===== config.mk =====
export PLATFORM = sky130hd
export DESIGN_NAME = cab_alu_branch
export DESIGN_NICKNAME = d
export VERILOG_FILES = /design/src/cab_pkg.sv /design/src/cab_alu_branch.sv /design/src/cab_decoder.sv
export SDC_FILE = /design/constraint.sdc
export NUM_CORES = 1
export LEC_CHECK = 0
export ABC_AREA = 1
export BUFFER_PORTS_ARGS = -buffer_cell sky130_fd_sc_hd__buf_4
export CORE_MARGIN = 4
export CORE_UTILIZATION = 65
export DETAILED_ROUTE_END_ITERATION = 6
export PLACE_DENSITY = 0.86
export SLEW_MARGIN = 10
export SYNTH_ARGS = -nofsm -noshare
export SYNTH_HDL_FRONTEND = slang
export SYNTH_SLANG_ARGS = --single-unit

===== constraint.sdc =====
create_clock -name mclk -period 7.4 [get_ports mclk]
set_clock_uncertainty 0.1 [all_clocks]
set_input_delay 1.11 -clock mclk [delete_from_list [all_inputs] [get_ports mclk]]
set_output_delay 1.11 -clock mclk [all_outputs]
set_load 0.05 [all_outputs]

===== src/cab_pkg.sv =====
package cab_pkg;

    localparam logic [7:0] OP_UMULT    = 8'h42;
    localparam logic [7:0] OP_CALL     = 8'had;
    localparam logic [3:0] LO_ADC      = 4'h9;
    localparam logic [3:0] LO_SUBB     = 4'h2;
    localparam logic [3:0] LO_XOR      = 4'h8;
    localparam logic [3:0] LO_COMPARE  = 4'h1;
    localparam logic [3:0] LO_BIT      = 4'h5;
    localparam logic [3:0] HI_IMM      = 4'ha;
    localparam logic [3:0] HI_DIR      = 4'hb;
    localparam logic [3:0] HI_EXT      = 4'hc;
    localparam logic [3:0] HI_IX2      = 4'hd;
    localparam logic [3:0] HI_IX1      = 4'he;
    localparam logic [3:0] HI_IX       = 4'hf;
    localparam logic [3:0] HI_BRANCH   = 4'h2;
    localparam logic [3:0] CYC_UMULT   = 4'd11;
    localparam logic [3:0] CYC_IMM     = 4'd2;
    localparam logic [3:0] CYC_DIR     = 4'd3;
    localparam logic [3:0] CYC_EXT     = 4'd4;
    localparam logic [3:0] CYC_IX      = 4'd3;
    localparam logic [3:0] CYC_IX1     = 4'd4;
    localparam logic [3:0] CYC_IX2     = 4'd5;
    localparam logic [3:0] CYC_BRANCH  = 4'd3;
    localparam logic [3:0] CYC_CALL    = 4'd6;
    localparam logic [7:0] RST_ACC     = 8'h00;
    localparam logic [7:0] RST_IDX     = 8'h00;
    localparam logic       RST_MASK    = 1'b1;

    typedef struct packed {
        logic nibbleCarry;
        logic irqMask;
        logic negative;
        logic zero;
        logic carry;
    } cab_flags_t;

    typedef enum logic [3:0] {
        CAB_NONE,
        CAB_UMULT,
        CAB_ADC,
        CAB_SUBB,
        CAB_XOR,
        CAB_COMPARE,
        CAB_BIT,
        CAB_BRANCH,
        CAB_CALL
    } cab_op_t;

    typedef struct packed {
        cab_op_t    op;
        logic [1:0] bytes;
        logic [3:0] cycles;
        logic       known;
    } cab_dec_t;

endpackage : cab_pkg


===== src/cab_alu_branch.sv =====
`timescale 1ns/1ps
// Behaviour
// - Multiply index by accumulator, 11 cycles, 0x42
// - Add operand plus carry into accumulator
// - Subtract operand and borrow from accumulator
// - Exclusive-or operand into accumulator
// - Compare sets flags, accumulator kept
// - Bit test ANDs for flags only
// - 0x22 higher, 0x23 lower or same
// - 0x24 carry clear, 0x25 carry set
// - 0x28/0x29 on half-carry clear/set
// - 0x2C/0x2D on interrupt mask clear/set
// - 0x2E/0x2F on interrupt pin low/high
module cab_alu_branch
    import cab_pkg::*;
(
    input  wire logic       mclk,
    input  wire logic       sys_rst,
    input  wire logic       instValid,
    output logic            instReady,
    input  wire logic [7:0] opcode,
    input  wire logic [7:0] operand,
    input  wire logic       flagLoad,
    input  cab_flags_t      flagIn,
    input  wire logic       irqPin,
    input  wire logic       idxLoad,
    output logic [7:0]      accOut,
    output logic [7:0]      idxOut,
    output cab_flags_t      flagsOut,
    output logic            branchTaken,
    output logic            instDone,
    output logic [1:0]      instBytes,
    output logic            illegalOp
);
    cab_dec_t   dec;
    logic [7:0] acc_q;
    logic [7:0] idx_q;
    cab_flags_t flags_q;
    logic [3:0] cnt_q;
    logic       busy_q;
    cab_op_t    op_q;
    logic [7:0] opc_q;
    logic [7:0] opnd_q;
    logic       irqMeta_q;
    logic       irqSync_q;
    logic       take;
    logic       cond;
    logic       finish;
    logic [8:0] sum;
    logic [4:0] lowSum;
    logic [7:0] res;
    logic [15:0] prod;
    logic [1:0] bytes_q;
    logic       taken_q;
    logic       done_q;
    logic       illegal_q;

    cab_decoder u_dec
    (
        .opcode (opcode),
        .dec    (dec)
    );

    assign instReady = !busy_q;
    assign take      = instValid && !busy_q;
    assign finish    = busy_q && (cnt_q == 4'd1);

    // Pin is asynchronous to the core clock
    always_ff @(posedge mclk)
    begin
        if (sys_rst)
        begin
            irqMeta_q <= 1'b1;
            irqSync_q <= 1'b1;
        end
        else
        begin
            irqMeta_q <= irqPin;
            irqSync_q <= irqMeta_q;
        end
    end

    always_ff @(posedge mclk)
    begin
        if (sys_rst)
        begin
            busy_q  <= 1'b0;
            cnt_q   <= 4'd0;
            op_q    <= CAB_NONE;
            opc_q   <= 8'h00;
            opnd_q  <= 8'h00;
            bytes_q <= 2'd1;
        end
        else if (take)
        begin
            busy_q  <= 1'b1;
            cnt_q   <= dec.cycles;
            op_q    <= dec.op;
            opc_q   <= opcode;
            opnd_q  <= operand;
            bytes_q <= dec.bytes;
        end
        else if (finish)
        begin
            busy_q <= 1'b0;
            cnt_q  <= 4'd0;
        end
        else if (busy_q)
        begin
            cnt_q <= cnt_q - 4'd1;
        end
    end

    // Branch condition uses flags as held when the branch completes
    always_comb
    begin
        case (opc_q[3:1])
            3'd0:    cond = 1'b1;
            3'd1:    cond = !(flags_q.carry || flags_q.zero);
            3'd2:    cond = !flags_q.carry;
            3'd3:    cond = !flags_q.zero;
            3'd4:    cond = !flags_q.nibbleCarry;
            3'd5:    cond = !flags_q.negative;
            3'd6:    cond = !flags_q.irqMask;
            default: cond = !irqSync_q;
        endcase
        if (opc_q[0])
        begin
            cond = !cond;
        end
    end

    assign prod   = idx_q * acc_q;
    assign sum    = (op_q == CAB_ADC) ? ({1'b0, acc_q} + {1'b0, opnd_q} + {8'h00, flags_q.carry})
                  : ({1'b0, acc_q} - {1'b0, opnd_q}
                     - {8'h00, (op_q == CAB_SUBB) && flags_q.carry});
    assign lowSum = {1'b0, acc_q[3:0]} + {1'b0, opnd_q[3:0]} + {4'h0, flags_q.carry};

    always_comb
    begin
        case (op_q)
            CAB_XOR: res = acc_q ^ opnd_q;
            CAB_BIT: res = acc_q & opnd_q;
            default: res = sum[7:0];
        endcase
    end

    always_ff @(posedge mclk)
    begin
        if (sys_rst)
        begin
            acc_q <= RST_ACC;
            idx_q <= RST_IDX;
        end
        else if (finish)
        begin
            case (op_q)
                CAB_UMULT:
                begin
                    idx_q <= prod[15:8];
                    acc_q <= prod[7:0];
                end
                CAB_ADC, CAB_SUBB, CAB_XOR: acc_q <= res;
                default: acc_q <= acc_q;
            endcase
        end
        // Index loaders lie outside this block; without this a multiply only ever sees zero
        else if (idxLoad && !busy_q)
        begin
            idx_q <= operand;
        end
    end

    always_ff @(posedge mclk)
    begin
        if (sys_rst)
        begin
            flags_q <= '{nibbleCarry: 1'b0, irqMask: RST_MASK, negative: 1'b0,
                         zero: 1'b0, carry: 1'b0};
        end
        else if (finish)
        begin
            case (op_q)
                CAB_UMULT:
                begin
                    flags_q.nibbleCarry <= 1'b0;
                    flags_q.carry       <= 1'b0;
                end
                CAB_ADC:
                begin
                    flags_q.nibbleCarry <= lowSum[4];
                    flags_q.negative    <= res[7];
                    flags_q.zero        <= (res == 8'h00);
                    flags_q.carry       <= sum[8];
                end
                CAB_SUBB, CAB_COMPARE:
                begin
                    flags_q.negative <= res[7];
                    flags_q.zero     <= (res == 8'h00);
                    flags_q.carry    <= sum[8];
                end
                CAB_XOR, CAB_BIT:
                begin
                    flags_q.negative <= res[7];
                    flags_q.zero     <= (res == 8'h00);
                end
                default: flags_q <= flags_q;
            endcase
        end
        else if (flagLoad && !busy_q)
        begin
            flags_q <= flagIn;
        end
    end

    always_ff @(posedge mclk)
    begin
        if (sys_rst)
        begin
            taken_q   <= 1'b0;
            done_q    <= 1'b0;
            illegal_q <= 1'b0;
        end
        else
        begin
            done_q    <= finish;
            taken_q   <= finish && ((op_q == CAB_CALL) || ((op_q == CAB_BRANCH) && cond));
            illegal_q <= take && !dec.known;
        end
    end

    assign accOut      = acc_q;
    assign idxOut      = idx_q;
    assign flagsOut    = flags_q;
    assign branchTaken = taken_q;
    assign instDone    = done_q;
    assign instBytes   = bytes_q;
    assign illegalOp   = illegal_q;

    // Ages a multiply from its take edge, so an early completion shows up
    logic [3:0] multAge_q;

    always_ff @(posedge mclk)
    begin
        if (sys_rst)
        begin
            multAge_q <= 4'd0;
        end
        else if (take && opcode == OP_UMULT)
        begin
            multAge_q <= 4'd1;
        end
        else if (multAge_q != 4'd0 && multAge_q != CYC_UMULT)
        begin
            multAge_q <= multAge_q + 4'd1;
        end
        else
        begin
            multAge_q <= 4'd0;
        end
    end

    // Result shows in the cycle after the eleventh edge past the take
    property p_umult_cycles;
        @(posedge mclk) disable iff (sys_rst)
        (take && opcode == OP_UMULT) |-> ##12 instDone;
    endproperty
    a_umult_cycles: assert property (p_umult_cycles) else $error("multiply length wrong");

    property p_umult_quiet;
        @(posedge mclk) disable iff (sys_rst)
        (multAge_q != 4'd0) |-> !instDone;
    endproperty
    a_umult_quiet: assert property (p_umult_quiet) else $error("multiply ended early");

    property p_umult_flags;
        @(posedge mclk) disable iff (sys_rst)
        (finish && op_q == CAB_UMULT) |=> !flagsOut.carry && !flagsOut.nibbleCarry
            && flagsOut.zero == $past(flags_q.zero) && flagsOut.irqMask == $past(flags_q.irqMask)
            && flagsOut.negative == $past(flags_q.negative);
    endproperty
    a_umult_flags: assert property (p_umult_flags) else $error("multiply flags wrong");

    property p_adc_imm;
        @(posedge mclk) disable iff (sys_rst)
        (take && opcode == 8'ha9) |-> ##3 instDone && accOut == $past(acc_q, 3) + $past(operand, 3)
            + {7'h00, $past(flags_q.carry, 3)};
    endproperty
    a_adc_imm: assert property (p_adc_imm) else $error("add with carry wrong");

    property p_cmp_keep;
        @(posedge mclk) disable iff (sys_rst)
        (finish && (op_q == CAB_COMPARE || op_q == CAB_BIT)) |=> $stable(accOut);
    endproperty
    a_cmp_keep: assert property (p_cmp_keep) else $error("compare changed acc");

    property p_eor;
        @(posedge mclk) disable iff (sys_rst)
        (finish && op_q == CAB_XOR) |=> accOut == ($past(acc_q) ^ $past(opnd_q));
    endproperty
    a_eor: assert property (p_eor) else $error("exclusive or wrong");

    property p_branch_len;
        @(posedge mclk) disable iff (sys_rst)
        (take && opcode[7:4] == HI_BRANCH) |-> ##1 (!instDone)[*3]
            ##1 (instDone && instBytes == 2'd2);
    endproperty
    a_branch_len: assert property (p_branch_len) else $error("branch length wrong");

    property p_never;
        @(posedge mclk) disable iff (sys_rst)
        (finish && op_q == CAB_BRANCH && opc_q == 8'h21) |=> !branchTaken;
    endproperty
    a_never: assert property (p_never) else $error("branch never taken");

    property p_carry_branch;
        @(posedge mclk) disable iff (sys_rst)
        (finish && op_q == CAB_BRANCH && opc_q == 8'h25) |=> branchTaken == $past(flags_q.carry);
    endproperty
    a_carry_branch: assert property (p_carry_branch) else $error("carry branch wrong");

    property p_pin_branch;
        @(posedge mclk) disable iff (sys_rst)
        (finish && op_q == CAB_BRANCH && opc_q == 8'h2f) |=> branchTaken == $past(irqSync_q);
    endproperty
    a_pin_branch: assert property (p_pin_branch) else $error("pin branch wrong");

    property p_call;
        @(posedge mclk) disable iff (sys_rst)
        (take && opcode == OP_CALL) |-> ##7 instDone && branchTaken;
    endproperty
    a_call: assert property (p_call) else $error("call wrong");

    c_umult: cover property (@(posedge mclk) disable iff (sys_rst) finish && op_q == CAB_UMULT);
    c_taken: cover property (@(posedge mclk) disable iff (sys_rst) branchTaken);
    c_subb: cover property (@(posedge mclk) disable iff (sys_rst) finish && op_q == CAB_SUBB);
endmodule : cab_alu_branch


===== src/cab_decoder.sv =====
`timescale 1ns/1ps
module cab_decoder
    import cab_pkg::*;
(
    input  wire logic [7:0] opcode,
    output cab_dec_t        dec
);
    logic [3:0] hiNib;
    logic [3:0] loNib;
    assign hiNib = opcode[7:4];
    assign loNib = opcode[3:0];

    always_comb
    begin
        dec = '{op: CAB_NONE, bytes: 2'd1, cycles: 4'd1, known: 1'b0};
        if (opcode == OP_UMULT)
        begin
            dec = '{op: CAB_UMULT, bytes: 2'd1, cycles: CYC_UMULT, known: 1'b1};
        end
        else if (opcode == OP_CALL)
        begin
            dec = '{op: CAB_CALL, bytes: 2'd2, cycles: CYC_CALL, known: 1'b1};
        end
        else if (hiNib == HI_BRANCH)
        begin
            dec = '{op: CAB_BRANCH, bytes: 2'd2, cycles: CYC_BRANCH, known: 1'b1};
        end
        else if (hiNib >= HI_IMM)
        begin
            case (loNib)
                LO_ADC:     dec.op = CAB_ADC;
                LO_SUBB:    dec.op = CAB_SUBB;
                LO_XOR:     dec.op = CAB_XOR;
                LO_COMPARE: dec.op = CAB_COMPARE;
                LO_BIT:     dec.op = CAB_BIT;
                default:    dec.op = CAB_NONE;
            endcase
            dec.known = (dec.op != CAB_NONE);
            case (hiNib)
                HI_IMM:
                begin
                    dec.bytes  = 2'd2;
                    dec.cycles = CYC_IMM;
                end
                HI_DIR:
                begin
                    dec.bytes  = 2'd2;
                    dec.cycles = CYC_DIR;
                end
                HI_EXT:
                begin
                    dec.bytes  = 2'd3;
                    dec.cycles = CYC_EXT;
                end
                HI_IX2:
                begin
                    dec.bytes  = 2'd3;
                    dec.cycles = CYC_IX2;
                end
                HI_IX1:
                begin
                    dec.bytes  = 2'd2;
                    dec.cycles = CYC_IX1;
                end
                default:
                begin
                    dec.bytes  = 2'd1;
                    dec.cycles = CYC_IX;
                end
            endcase
            if (!dec.known)
            begin
                dec.bytes  = 2'd1;
                dec.cycles = 4'd1;
            end
        end
    end
endmodule : cab_decoder


==> results.py <==
metrics = {
    "global_routing": {
        "grt_pass1_vias": 5678,
        "globalRouteOverflowTotal": 0,
        "grt_usage": 0.322,
        "grt_first_pass_wirelength_mm": 26.7,
        "antenna_found_initial": 0,
        "grt_max_degree": 26,
    },
    "die": {
        "core_sq_um": 8680,
        "rows": 34,
        "die_x_microns": 102,
        "io_pins": 54,
        "initial_core_util": 0.664,
        "dieArea_sq_um": 10400,
        "fp.dieH_microns": 102,
    },
    "finish": {
        "final_cells": 1020,
        "num_antenna_cells": 0,
        "final_core_util": 0.728,
        "area_growth_pct": 9.55,
        "fin_nets": 1038,
        "drive_gt1_frac": 0.0921,
        "stdcell_area_sq_um": 6320,
        "mostFrequentLayoutCell": "nand2_1",
        "final_cell_mix": "nand2_1 (216), inv_1 (189), a21oi_1 (60), ha_1 (60), nor2_1 (56)",
    },
    "route": {
        "first_iter_violations": 504,
        "drtPass1Iterations": 6,
        "avgRoutedWirePerCell_microns": 15.6,
        "drt_wl_total_mm": 15.9,
        "viasPerCell": 5.67,
        "antenna_left": 0,
        "vias": 5785,
        "drcViolationCount": 0,
    },
    "logic_synthesis": {
        "synth_compound_area_frac": 0.142,
        "synth_edf_count": 0,
        "synth_seq_area_share": 0.170,
        "synthFlopType": "dfxtp_1",
        "synthAdderAreaFrac": 0.269,
        "avgSynthCellArea_sq_um": 6.58,
        "syn-num-nets": 1003,
        "synth_area_sq_um": 5770,
        "synth_top_family_by_area": "adder cells",
        "yosys.area_share.simple": 0.264,
        "synth_mux_area_frac": 0,
        "ys_types": 42,
        "syn_inst": 876,
        "async_flop_share": 0,
        "ys_seq_elements": 49,
        "synth-xor-area-share": 0.0106,
        "yosysWarnings": 0,
    },
    "power_and_ir_drop": {
        "power.density_nw_per_um2": 121,
        "p_leak_nw": 3.66,
        "vdd_ir_drop_max_v": 0.000127,
    },
    "clocking": {
        "cts_buffers": 5,
        "postCtsHoldBufs": 0,
        "cts_root_buf": "clkbuf_8",
        "htreeDepth": 2,
        "post-cts-setup-buffers": 0,
        "cts_buffer_depth": 2,
        "clkSinkCount": 49,
        "cts_tree": "yes",
        "clk_pin_slew_ns": 0.10,
        "cts_resized": 0,
        "worstSkewPairLatency_ns": 0.31,
    },
    "worst_hold_path": {
        "min_path_type": "reg -> reg",
        "hold_end": "irqSync_q",
        "hold_start": "irqMeta_q",
        "holdPathStages": 1,
    },
    "critical_path": {
        "critPathKind": "reg -> reg",
        "worst_path_most_repeated_cell": "fa_1",
        "slowest_stage": "dfxtp_1",
        "start_kind": "register",
        "timing.rr.start": "accOut[5]",
        "cp_max_fo": 12,
        "cp.arrival_ns": 4.83,
        "required_ns": 7.49,
        "r2r-end": "idxOut[4]",
        "ff2ff_setup_slack_ns": 2.65,
        "cpLargestDelayFamily": "adder cells",
        "cp-end-kind": "register",
        "crit_buf_inv": 3,
        "slowest_delay_ns": 0.65,
        "worstPathCellList": "nand2_1 > fa_1 > fa_1 > inv_1 > fa_1 > inv_1 > fa_1 > inv_1 > ha_1 > a21oi_1 > or2_2 > nand3_1 > a21oi_1 > xor2_1 > nand2_1 > nand2_1 > a21oi_1",
        "r2r_cells": 17,
    },
    "run_status": {
        "outcome": "completed",
    },
    "timing": {
        "timing.fmax_mhz": 211,
        "min_period_over_period": 0.641,
        "finalMaxSlewViolations": 0,
        "setup_slack_ns": 2.65,
        "setup_violations": 0,
        "finalHoldViolCount": 0,
        "period_needed_ns": 4.75,
        "rsz0062_at_grt": "no",
        "fin_tns_setup_ns": 0,
        "worst_slew_pin_slew_ns": 0.769,
        "relSlewSlack": 0.486,
    },
    "place": {
        "pre_cts_slack_ns": 2.76,
        "gp_routability_congestion": 1.02,
        "post_dp_cell_area_sq_um": 6200,
        "port_buffers": 53,
        "dp_cells": 1012,
        "dp_hpwl_mm": 12.8,
    },
    "flow_run": {
        "cap_violations": 0,
    },
}
-- state kept, by name, indices dropped and copies added, names as in the netlist --
| register | cells |
|---|---|
| opc_q | 4 |
| cnt_q | 4 |
| accOut | 8 |
| irqSync_q | 1 |
| illegalOp | 1 |
| irqMeta_q | 1 |
| op_q | 4 |
| busy_q | 1 |
| instBytes | 2 |
| flagsOut | 5 |
| opnd_q | 8 |
| idxOut | 8 |
| instDone | 1 |
| branchTaken | 1 |
-- worst max path at each step --
stage | start | endpoint | depth (start not counted)
after floorplan | accOut[7] | idxOut[6] | 18
after global placement | accOut[7] | idxOut[6] | 17
after detailed placement | accOut[7] | idxOut[4] | 17
after CTS | accOut[7] | idxOut[4] | 17
after global routing | accOut[5] | idxOut[4] | 17
final | accOut[5] | idxOut[4] | 17
-- report_power, final --
group	switching (mW)	internal (mW)	total [mW]	leakage, nW
clock network	0.0984	0.102	0.200	0.0554
logic	0.167	0.0865	0.254	3.20
registers	0.0277	0.281	0.309	0.402
total	0.293	0.469	0.762	3.66
-- metrics by stage --
stage	total power [mW]	hold slack (ns)
finish	0.762	0.324
global route	0.802	0.348
CTS	0.757	0.332
detailed placement	0.562	0.310
global placement	0.553	0.293
floorplan	0.485	0.289
-- metal layers --
metal	up-vias	share of wire	GRT usage
li1	2798	-	-
met1	2676	0.41	0.432
met2	266	0.48	0.530
met3	45	0.084	0.0498
met4	0	0.030	0.111
met5	-	0	0
-- cells in the mapped netlist, types with 2 or more instances --
master,instances,area share
a211oi_1,3,0.0039
a21boi_0,3,0.0039
a21o_1,2,0.0026
a21oi_1,60,0.052
a221oi_1,2,0.0030
a31oi_1,6,0.0065
and2_1,2,0.0022
buf_1,2,0.0013
clkbuf_1,23,0.015
dfxtp_1,49,0.17
fa_1,40,0.14
ha_1,60,0.13
inv_1,189,0.12
inv_2,7,0.0046
nand2_1,216,0.14
nand2_2,3,0.0033
nand3_1,47,0.041
nand3b_1,3,0.0039
nand4_1,6,0.0065
nor2_1,56,0.036
nor2_4,3,0.0059
nor3_1,7,0.0061
o211ai_1,8,0.010
o21ai_0,50,0.043
o21bai_1,2,0.0026
o22ai_1,3,0.0033
or2_2,4,0.0043
xnor2_1,4,0.0061
xor2_1,3,0.0046
-- cell families after synthesis --
family | count (synthesis)
xor+xnor | 7
buf+inv | 221
flops | 49
simple gates | 354
compound gates | 145
fa+ha+maj | 100
-- area by class of cell --
cell class                      count  area [sq um]
Multi-Input combinational cell    606          3960
Fill cell                         743          2360
Sequential cell                    49           981
Inverter                          196           736
Timing Repair Buffer               53           398
Tap cell                          108           135
Clock buffer                        6          72.6
Clock inverter                      2          38.8
Note: power is estimated with default switching activity, not from simulation.
